$ cat src/include/tcc_consts.vh
// Purpose: constants of the timer capture channel
// Assumes: 32-bit register port, byte offsets
// Notes: included by the channel and its prescaler
`ifndef TCC_CONSTS_VH
`define TCC_CONSTS_VH
`define TCC_A_PINLVL 8'h3c
`define TCC_A_ODEN 8'h40
`define TCC_A_ODDIS 8'h44
`define TCC_A_ODSTAT 8'h48
`define TCC_A_CGEN 8'h50
`define TCC_A_CGDIS 8'h54
`define TCC_A_CGSTAT 8'h58
`define TCC_A_CTRL 8'h60
`define TCC_A_MODE 8'h64
`define TCC_A_STAT 8'h70
`define TCC_A_IEN 8'h74
`define TCC_A_IDIS 8'h78
`define TCC_A_IMASK 8'h7c
`define TCC_A_CNT 8'h80
`define TCC_A_CAPA 8'h84
`define TCC_A_CAPB 8'h88
`define TCC_A_CMPC 8'h8c
`define TCC_PIN_LSB 16
`define TCC_CTL_RST 0
`define TCC_CTL_ON 1
`define TCC_CTL_OFF 2
`define TCC_CTL_TRG 3
`define TCC_CG_PIO 0
`define TCC_CG_TMR 1
`define TCC_MODE_MASK 20'hfc7ff
`define TCC_MODE_RESET 20'h00000
`define TCC_CG_RESET 2'h0
`define TCC_M_CLOCK_SELECT 2:0
`define TCC_M_INV 3
`define TCC_M_BURST 5:4
`define TCC_M_STOPB 6
`define TCC_M_OFFB 7
`define TCC_M_TEDGE 9:8
`define TCC_M_TPIN 10
`define TCC_M_CTRG 14
`define TCC_M_WAVE 15
`define TCC_M_LDA 17:16
`define TCC_M_LDB 19:18
`define TCC_S_COVF 0
`define TCC_S_LOVR 1
`define TCC_S_CPC 4
`define TCC_S_LDA 5
`define TCC_S_LDB 6
`define TCC_S_ETRG 7
`define TCC_S_CLKSTA 8
`define TCC_S_MIOA 9
`define TCC_S_MIOB 10
`define TCC_FLAG_MASK 19'h700f3
`define TCC_DIV_BITS 10
`endif

$ cat src/design/tcc_clk_div.v
// Purpose: core clock prescaler for the capture channel
// Assumes: run is the channel clock gate
// Notes: tick[k] pulses once per 2,8,32,128,1024 core clocks
`timescale 1ns/10ps
`default_nettype none
`include "tcc_consts.vh"
module tcc_clk_div (
  input wire clk_sys,
  input wire rstn,
  input wire clr,
  input wire run,
  output wire [4:0] tick
);
  reg [`TCC_DIV_BITS-1:0] div_ff;
  wire [`TCC_DIV_BITS-1:0] nxt_div;

  assign nxt_div = div_ff + {{(`TCC_DIV_BITS-1){1'b0}}, 1'b1};

  always @(posedge clk_sys) begin
    if (!rstn || clr) begin
      div_ff <= {`TCC_DIV_BITS{1'b0}};
    end else if (run) begin
      div_ff <= nxt_div;
    end
  end

  assign tick[0] = run & div_ff[0];
  assign tick[1] = run & (&div_ff[2:0]);
  assign tick[2] = run & (&div_ff[4:0]);
  assign tick[3] = run & (&div_ff[6:0]);
  assign tick[4] = run & (&div_ff[9:0]);
endmodule // tcc_clk_div
`default_nettype wire

$ cat src/design/tcc_channel.v
// Purpose: one 16-bit timer channel in capture mode with pin and clock gate control
// Assumes: all inputs synchronous to clk_sys; slave never stalls
// Notes: read data appear the cycle after the read strobe
//
// Added by the designer: the strobed register port.
`timescale 1ns/10ps
`default_nettype none
`include "tcc_consts.vh"
module tcc_channel (
  input wire clk_sys,
  input wire rstn,
  input wire [7:0] addr,
  input wire [31:0] wdata,
  input wire wr_stb,
  input wire rd_stb,
  output reg [31:0] rdata_ff,
  output reg irq_ff,
  input wire timer_io_a_in,
  output reg timer_io_a_out_ff,
  output reg timer_io_a_oe_ff,
  input wire timer_io_b_in,
  output reg timer_io_b_out_ff,
  output reg timer_io_b_oe_ff,
  input wire ext_count_clock_pin,
  input wire [2:0] external_clock,
  input wire sync_trigger
);
  function edge_hit;
    input [1:0] sel;
    input prv;
    input cur;
    begin
      edge_hit = (sel[0] & ~prv & cur) | (sel[1] & prv & ~cur);
    end
  endfunction

  function upd_flag;
    input cur;
    input clr;
    input set;
    begin
      upd_flag = (cur & ~clr) | set; // set beats the read clear
    end
  endfunction

  reg [1:0] cgate_ff;
  reg [2:0] pin_lvl_ff;
  reg [2:0] od_ff;
  reg [19:0] mode_ff;
  reg [15:0] cnt_ff;
  reg [15:0] cap_a_ff;
  reg [15:0] cap_b_ff;
  reg [15:0] cmp_c_ff;
  reg clk_on_ff;
  reg run_ff;
  reg trig_pend_ff;
  reg a_unread_ff;
  reg b_unread_ff;
  reg prv_a_ff;
  reg prv_b_ff;
  reg prv_t_ff;
  reg prv_src_ff;
  reg [18:0] flags_ff;
  reg [18:0] imask_ff;
  reg [31:0] nxt_rdata;
  reg [18:0] nxt_flags;
  reg [15:0] nxt_cnt;
  reg src_lvl;
  reg burst_ok;
  reg cnt_tick;

  wire wr_ctrl;
  wire soft_rst;
  wire lrst;
  wire tmr_on;
  wire pio_on;
  wire capture_mode;
  wire [4:0] div_tick;
  wire trig_pin_prv;
  wire trig_pin_cur;
  wire ext_trig;
  wire load_a;
  wire load_b;
  wire stop_b;
  wire off_b;
  wire sw_trig;
  wire any_trig;
  wire wrap;
  wire cmp_hit;
  wire rd_stat;
  wire [2:0] pin_now;
  wire [2:0] pin_chg;

  assign wr_ctrl = wr_stb && (addr == `TCC_A_CTRL);
  assign soft_rst = wr_ctrl && wdata[`TCC_CTL_RST];
  assign lrst = !rstn || soft_rst;
  assign tmr_on = cgate_ff[`TCC_CG_TMR];
  assign pio_on = cgate_ff[`TCC_CG_PIO];
  assign capture_mode = ~mode_ff[`TCC_M_WAVE];
  assign rd_stat = rd_stb && (addr == `TCC_A_STAT);
  assign pin_now = {ext_count_clock_pin, timer_io_a_in, timer_io_b_in};

  tcc_clk_div u_div (
    .clk_sys(clk_sys),
    .rstn(rstn),
    .clr(soft_rst),
    .run(tmr_on),
    .tick(div_tick)
  );

  // counter clock source, invert and burst gate
  always @* begin
    case (mode_ff[`TCC_M_CLOCK_SELECT])
      3'h5: src_lvl = external_clock[0];
      3'h6: src_lvl = external_clock[1];
      3'h7: src_lvl = external_clock[2];
      default: src_lvl = 1'b0;
    endcase
    case (mode_ff[`TCC_M_BURST])
      2'h1: burst_ok = external_clock[0];
      2'h2: burst_ok = external_clock[1];
      2'h3: burst_ok = external_clock[2];
      default: burst_ok = 1'b1;
    endcase
    if (mode_ff[2]) begin
      // external sources count on the sampled edge chosen by the invert bit
      cnt_tick = mode_ff[`TCC_M_INV] ? (prv_src_ff & ~src_lvl) : (~prv_src_ff & src_lvl);
    end else begin
      cnt_tick = div_tick[mode_ff[1:0]];
    end
    if (mode_ff[`TCC_M_CLOCK_SELECT] == 3'h4) begin
      cnt_tick = div_tick[4];
    end
    cnt_tick = cnt_tick & burst_ok & tmr_on & clk_on_ff & capture_mode;
  end

  // io a and io b event decode
  assign trig_pin_prv = mode_ff[`TCC_M_TPIN] ? prv_a_ff : prv_b_ff;
  assign trig_pin_cur = mode_ff[`TCC_M_TPIN] ? timer_io_a_in : timer_io_b_in;
  assign ext_trig = tmr_on && capture_mode && clk_on_ff &&
    edge_hit(mode_ff[`TCC_M_TEDGE], trig_pin_prv, trig_pin_cur);
  assign load_a = tmr_on && capture_mode &&
    edge_hit(mode_ff[`TCC_M_LDA], prv_a_ff, timer_io_a_in);
  assign load_b = tmr_on && capture_mode &&
    edge_hit(mode_ff[`TCC_M_LDB], prv_a_ff, timer_io_a_in);
  assign stop_b = load_b && (mode_ff[`TCC_M_STOPB] || mode_ff[`TCC_M_OFFB]);
  assign off_b = load_b && mode_ff[`TCC_M_OFFB];
  assign sw_trig = (wr_ctrl && wdata[`TCC_CTL_TRG]) || sync_trigger;
  assign wrap = cnt_tick && run_ff && !trig_pend_ff && (cnt_ff == 16'hffff);
  assign cmp_hit = cnt_tick && (nxt_cnt == cmp_c_ff) && (nxt_cnt != cnt_ff);
  // a trigger raised by the same edge that stops on b load is dropped
  assign any_trig = (ext_trig || sw_trig || (cmp_hit && mode_ff[`TCC_M_CTRG])) && !stop_b;
  assign pin_chg = pin_now ^ {prv_t_ff, prv_a_ff, prv_b_ff};

  always @* begin
    if (trig_pend_ff) begin
      nxt_cnt = 16'h0000;
    end else if (run_ff) begin
      nxt_cnt = cnt_ff + 16'h0001;
    end else begin
      nxt_cnt = cnt_ff;
    end
  end

  // clock gate state survives the channel soft reset
  always @(posedge clk_sys) begin
    if (!rstn) begin
      cgate_ff <= `TCC_CG_RESET;
    end else if (wr_stb && addr == `TCC_A_CGEN) begin
      cgate_ff <= cgate_ff | wdata[1:0];
    end else if (wr_stb && addr == `TCC_A_CGDIS) begin
      cgate_ff <= cgate_ff & ~wdata[1:0];
    end
  end

  // pin control registers
  always @(posedge clk_sys) begin
    if (lrst) begin
      od_ff <= 3'h0;
      pin_lvl_ff <= 3'h0;
      timer_io_a_out_ff <= 1'b0;
      timer_io_a_oe_ff <= 1'b0;
      timer_io_b_out_ff <= 1'b0;
      timer_io_b_oe_ff <= 1'b0;
    end else begin
      // capture mode only listens on the io pins
      timer_io_a_out_ff <= 1'b0;
      timer_io_a_oe_ff <= 1'b0;
      timer_io_b_out_ff <= 1'b0;
      timer_io_b_oe_ff <= 1'b0;
      if (pio_on) begin
        pin_lvl_ff <= pin_now;
      end
      if (wr_stb && addr == `TCC_A_ODEN) begin
        od_ff <= od_ff | wdata[`TCC_PIN_LSB+2:`TCC_PIN_LSB];
      end else if (wr_stb && addr == `TCC_A_ODDIS) begin
        od_ff <= od_ff & ~wdata[`TCC_PIN_LSB+2:`TCC_PIN_LSB];
      end
    end
  end

  // mode, compare, mask registers
  always @(posedge clk_sys) begin
    if (lrst) begin
      mode_ff <= `TCC_MODE_RESET;
      cmp_c_ff <= 16'h0000;
      imask_ff <= 19'h00000;
    end else if (wr_stb) begin
      if (addr == `TCC_A_MODE) begin
        mode_ff <= wdata[19:0] & `TCC_MODE_MASK;
      end
      if (addr == `TCC_A_CMPC) begin
        cmp_c_ff <= wdata[15:0];
      end
      if (addr == `TCC_A_IEN) begin
        imask_ff <= imask_ff | (wdata[18:0] & `TCC_FLAG_MASK);
      end
      if (addr == `TCC_A_IDIS) begin
        imask_ff <= imask_ff & ~wdata[18:0];
      end
    end
  end

  // counter clock enable, start and counting
  always @(posedge clk_sys) begin
    if (lrst) begin
      clk_on_ff <= 1'b0;
      run_ff <= 1'b0;
      trig_pend_ff <= 1'b0;
      cnt_ff <= 16'h0000;
    end else begin
      if (wr_ctrl && wdata[`TCC_CTL_OFF]) begin
        clk_on_ff <= 1'b0;
      end else if (off_b) begin
        clk_on_ff <= 1'b0;
      end else if (wr_ctrl && wdata[`TCC_CTL_ON]) begin
        clk_on_ff <= 1'b1;
      end
      // a trigger waits for the next valid counter edge
      if (any_trig && clk_on_ff) begin
        trig_pend_ff <= 1'b1;
      end else if (cnt_tick || !clk_on_ff) begin
        trig_pend_ff <= 1'b0;
      end
      if (stop_b || (wr_ctrl && wdata[`TCC_CTL_OFF])) begin
        run_ff <= 1'b0;
      end else if (cnt_tick && trig_pend_ff) begin
        run_ff <= 1'b1;
      end
      if (cnt_tick) begin
        cnt_ff <= nxt_cnt;
      end
    end
  end

  // captures and unread tracking
  always @(posedge clk_sys) begin
    if (lrst) begin
      cap_a_ff <= 16'h0000;
      cap_b_ff <= 16'h0000;
      a_unread_ff <= 1'b0;
      b_unread_ff <= 1'b0;
    end else begin
      if (load_a) begin
        cap_a_ff <= cnt_ff;
      end
      if (load_b) begin
        cap_b_ff <= cnt_ff;
      end
      a_unread_ff <= load_a | (a_unread_ff & ~(rd_stb && addr == `TCC_A_CAPA));
      b_unread_ff <= load_b | (b_unread_ff & ~(rd_stb && addr == `TCC_A_CAPB));
    end
  end

  // edge history for pins and external source
  always @(posedge clk_sys) begin
    if (lrst) begin
      prv_a_ff <= 1'b0;
      prv_b_ff <= 1'b0;
      prv_t_ff <= 1'b0;
      prv_src_ff <= 1'b0;
    end else if (tmr_on) begin
      prv_a_ff <= timer_io_a_in;
      prv_b_ff <= timer_io_b_in;
      prv_t_ff <= ext_count_clock_pin;
      prv_src_ff <= src_lvl;
    end
  end

  // sticky status flags
  always @* begin
    nxt_flags = 19'h00000;
    nxt_flags[`TCC_S_COVF] = upd_flag(flags_ff[`TCC_S_COVF], rd_stat, wrap);
    nxt_flags[`TCC_S_LOVR] = upd_flag(flags_ff[`TCC_S_LOVR], rd_stat,
      (load_a && a_unread_ff) || (load_b && b_unread_ff));
    nxt_flags[`TCC_S_CPC] = upd_flag(flags_ff[`TCC_S_CPC], rd_stat, cmp_hit);
    nxt_flags[`TCC_S_LDA] = upd_flag(flags_ff[`TCC_S_LDA], rd_stat, load_a);
    nxt_flags[`TCC_S_LDB] = upd_flag(flags_ff[`TCC_S_LDB], rd_stat, load_b);
    nxt_flags[`TCC_S_ETRG] = upd_flag(flags_ff[`TCC_S_ETRG], rd_stat, ext_trig);
    nxt_flags[18:16] = (flags_ff[18:16] & {3{~rd_stat}}) |
      (pin_chg & {3{tmr_on}});
  end

  always @(posedge clk_sys) begin
    if (lrst) begin
      flags_ff <= 19'h00000;
      irq_ff <= 1'b0;
    end else begin
      flags_ff <= nxt_flags;
      irq_ff <= |(nxt_flags & imask_ff);
    end
  end

  // register read mux
  always @* begin
    nxt_rdata = 32'h00000000;
    case (addr)
      `TCC_A_PINLVL: nxt_rdata[18:16] = pin_lvl_ff;
      `TCC_A_ODSTAT: nxt_rdata[18:16] = od_ff;
      `TCC_A_CGSTAT: nxt_rdata[1:0] = cgate_ff;
      `TCC_A_MODE: nxt_rdata[19:0] = mode_ff;
      `TCC_A_STAT: begin
        nxt_rdata[18:0] = flags_ff;
        nxt_rdata[`TCC_S_CLKSTA] = clk_on_ff;
        nxt_rdata[`TCC_S_MIOA] = timer_io_a_in;
        nxt_rdata[`TCC_S_MIOB] = timer_io_b_in;
      end
      `TCC_A_IMASK: nxt_rdata[18:0] = imask_ff;
      `TCC_A_CNT: nxt_rdata[15:0] = cnt_ff;
      `TCC_A_CAPA: nxt_rdata[15:0] = cap_a_ff;
      `TCC_A_CAPB: nxt_rdata[15:0] = cap_b_ff;
      `TCC_A_CMPC: nxt_rdata[15:0] = cmp_c_ff;
      default: nxt_rdata = 32'h00000000;
    endcase
  end

  always @(posedge clk_sys) begin
    if (!rstn) begin
      rdata_ff <= 32'h00000000;
    end else if (rd_stb) begin
      rdata_ff <= nxt_rdata;
    end else begin
      rdata_ff <= 32'h00000000;
    end
  end
endmodule // tcc_channel
`default_nettype wire

$ cat config.mk
export PLATFORM = sky130hd
export DESIGN_NAME = tcc_channel
export DESIGN_NICKNAME = d
export VERILOG_FILES = /design/src/design/tcc_clk_div.v /design/src/design/tcc_channel.v
export VERILOG_INCLUDE_DIRS = /design/src /design/src/include
export SDC_FILE = /design/constraint.sdc
export NUM_CORES = 1
export LEC_CHECK = 0
export BUFFER_PORTS_ARGS = -buffer_cell sky130_fd_sc_hd__buf_2
export CAP_MARGIN = 15
export CORE_ASPECT_RATIO = 1.2
export CORE_MARGIN = 2
export CORE_UTILIZATION = 53
export DETAILED_ROUTE_END_ITERATION = 6
export PLACE_DENSITY = 0.76
export SLEW_MARGIN = 5
export SYNTH_ARGS = -nofsm -noshare
export SYNTH_HDL_FRONTEND = slang
export SYNTH_HIERARCHICAL = 1
export SYNTH_SLANG_ARGS = --single-unit
$ cat constraint.sdc
create_clock -name clk_sys -period 2.48 [get_ports clk_sys]
set_input_delay 0.124 -clock clk_sys [delete_from_list [all_inputs] [get_ports clk_sys]]
set_output_delay 0.124 -clock clk_sys [all_outputs]
set_load 0.03 [all_outputs]
==> results.toml <==
[outcome]
status = "complete, no violations"

[layout]
finalNonFillerCells = 1254
fill_cells = 1215
nets = 1122
layout-drive-gt1-share_pct = 19.0
diodes = 0
final_cell_area_sq_mm = 0.00945
syn_to_final_growth_pct = 20.9
multi_input_area_sq_mm = 0.00431
regArea_sq_mm = 0.00316

[power]
clkPwrFrac_pct = 50.4
power.leakage_nw = 3.28
pwr-share-seq_pct = 45.5
irDropWorstVdd_mv = 0.459
p_int_mw = 4.30
sw_frac_of_total_pct = 22.5
combPwrFrac_pct = 4.1
power.density_mw_per_mm2 = 587
power_switching_mw = 1.25

[worst_hold_path]
hold_path.class = "primary input to register"

[yosys]
yosysWarnings = 6
synthArstFlopShare_pct = 0
synth-edff-count = 0
netlist_area_sq_mm = 0.00782
yosysUniqueCellTypes = 66
synth-seq-cells = 157
synthFlopType = "dfxtp_1"
syn_avg_cell_area_sq_um = 7.97
syn_inst = 981
ys_seq_area_share_pct = 40.2

[die]
dieHeight_microns = 137
io_pins = 88
die_x_microns = 115
rows = 48
start_util_pct = 54.2
core_sq_mm = 0.0144
die-area_sq_mm = 0.0157

[place]
placed_cells = 1200
gp_congestion = 0.963
place.detailed.hpwl_microns = 16800
postPlaceCellArea_sq_mm = 0.00850
port-buffer-count = 59

[route]
routedWlPerCell_microns = 19.7
num_vias = 7968
drc = 0
dr_wl_met2_microns = 11800
drtAntennaViolNets = 0
top_layer = "met4"
met1_length_microns = 9610
vias_per_cell = 6.35
dr.first_iter.drc_count = 1130
wl_met3_microns = 2340
drt_wl_total_microns = 24800
first_pass_iters = 6

[sta]
final_hold_viol_count = 0
skew_ns = 0.00871
maxSlewHeadroom_pct = 48.8
finalCriticalPeriod_ns = 2.38
post-route-period-util_pct = 95.8
setup_viol = 0
clock.fmax_mhz = 421
maxSlewViolCount = 0
tightest_slew_ns = 0.766

[clocking]
clock_tree.htree_level_count = 4
cts_tree = "built"
clockBufferDepth = 2
cts-root-buf = "clkbuf_16"
clk_latency_ns = 0.44
cts.clk_slew.worst_paths_ns = 0.06
cts.sinks = 157
cts_buffers = 17

[worst_setup_path]
r2r_cells = 7
crit_fanout = 6
r2r-start = "cnt_ff[10]"
required_ns = 2.84
r2r_end = "trig_pend_ff"
cp-endpoint = "trig_pend_ff"
r2r_slack_ns = 0.10
crit_path_start_kind = "register"
arrival_ns = 2.73
crit_type = "register to register"
endpoint_kind = "register"
crit_start = "cnt_ff[10]"

[global_routing]
antenna_found_initial = 0
gr-total-overflow = 0
grt_pass1_wl_microns = 37800
grt_pass1_vias = 7175
grtUsageTotal_pct = 31.1
grt_start_max_net_pins = 46

[flow_run]
drv_cap = 0
stage by stage:
step | hold slack [ns] | TNS (ns) | util (%) | setup slack [ns] | total power [mW]
2_1_floorplan | 0.221 | 0 | - | 0.0909 | 2.71
3_3_place_gp | 0.377 | 0 | 58.9 | 0.0230 | 2.78
3_5_place_dp | 0.385 | -0.839 | 58.9 | -0.114 | 2.78
4_1_cts | 0.000668 | 0 | 64.6 | 0.00709 | 5.55
5_1_grt | 0.00247 | -0.0173 | 65.6 | -0.0111 | 5.68
6_report | 0.00901 | 0 | 65.6 | 0.103 | 5.55
worst min-delay path by stage:
stage               startpoint           to  slack [ns]  cells after the start
floorplan            wdata[18]     register        0.22                      1
global placement      wdata[7]     register        0.38                      2
detailed placement   wdata[19]  mode_ff[19]        0.39                      3
CTS                   wdata[2]   mode_ff[2]      0.0007                      3
global route          wdata[3]   mode_ff[3]       0.002                      3
finish                wdata[3]   mode_ff[3]       0.009                      3
registers in the layout (all words and copies together) (netlist names), named ones only:
signal / count
a_unread_ff: 1
b_unread_ff: 1
cap_a_ff: 16
cap_b_ff: 16
clk_on_ff: 1
cmp_c_ff: 16
cnt_ff: 16
flags_ff: 9
imask_ff: 10
irq_ff: 1
mode_ff: 17
pin_lvl_ff: 3
prv_a_ff: 1
prv_b_ff: 1
prv_src_ff: 1
prv_t_ff: 1
rdata_ff: 20
run_ff: 1
trig_pend_ff: 1
u_div/div_ff: 10
routing by layer:
metal | GRT usage, % | up-vias
li1 | - | 3707
met1 | 38.9 | 3713
met2 | 51.1 | 461
met3 | 6.51 | 87
met4 | 14.6 | 0
met5 | 0 | -
layout make-up:
class	count	area share [%]
clock inverters	13	2.01
flip-flops and latches	157	33.4
well taps	175	2.32
multi-input cells	729	45.6
repair buffers	150	11.5
inverters	12	0.477
clock buffers	18	4.65
power groups by stage:
| stage | logic [mW] | registers [mW] | clock network, mW |
|---|---|---|---|
| 4_1_cts | 0.220 | 2.52 | 2.80 |
| 2_1_floorplan | 0.126 | 2.58 | 0 |
| 3_5_place_dp | 0.199 | 2.58 | 0 |
| 5_1_grt | 0.239 | 2.52 | 2.92 |
| 6_report | 0.227 | 2.52 | 2.80 |
| 3_3_place_gp | 0.198 | 2.58 | 0 |
Yosys cell counts (14+ instances only):
cell	instances	area, sq um
a21oi_1	127	636
clkbuf_1	66	248
nor4_1	14	87.6
nand3_1	57	285
nand2_1	139	522
a22oi_1	42	315
dfxtp_1	157	3140
and3_1	17	106
nor2_1	62	233
buf_4	21	158
o21ai_0	25	125
a31oi_1	20	125
mux2i_1	15	150
cell usage in the layout, fill, tap and decap left out, drive strengths merged, types with 17 or more instances in the layout:
master	n
and3	18
buf	133
clkbuf	18
nand3	58
a22oi	42
dfxtp	157
nand2	139
nor2	62
a21oi	127
a31oi	20
dlygate4sd3	17
o21ai	27
cell families (layout without fill, tap and decap cells):
logic type	Yosys count	after routing	share of synthesized area, %
AOI/OAI and AO/OA	286	286	23.4
adders and majority gates	4	4	0.640
other	1	16	0.0480
xor gates and xnor gates	18	18	2.02
and+or+nand+nor	388	388	24.9
DFF	157	157	40.2
buffers and inverters	110	193	6.64
muxes	17	17	2.21
timing repair:
item,4_1_cts,5_1_grt
setup endpoints to repair,10,9
hold endpoints to repair,32,0
pin swaps,0,10
buffers inserted,0,6
resized for setup,4,31
hold buffers,17,0
critical path: stages (launching register included):
cell and delay (ns):
dfxtp_2 0.35, nand3_4 0.11, or4_4 0.54, or4_4 0.43, o211a_4 0.16, a2111oi_4 0.41
o2111ai_2 0.17, o22ai_2 0.13
(Power assumes the default switching activity.)
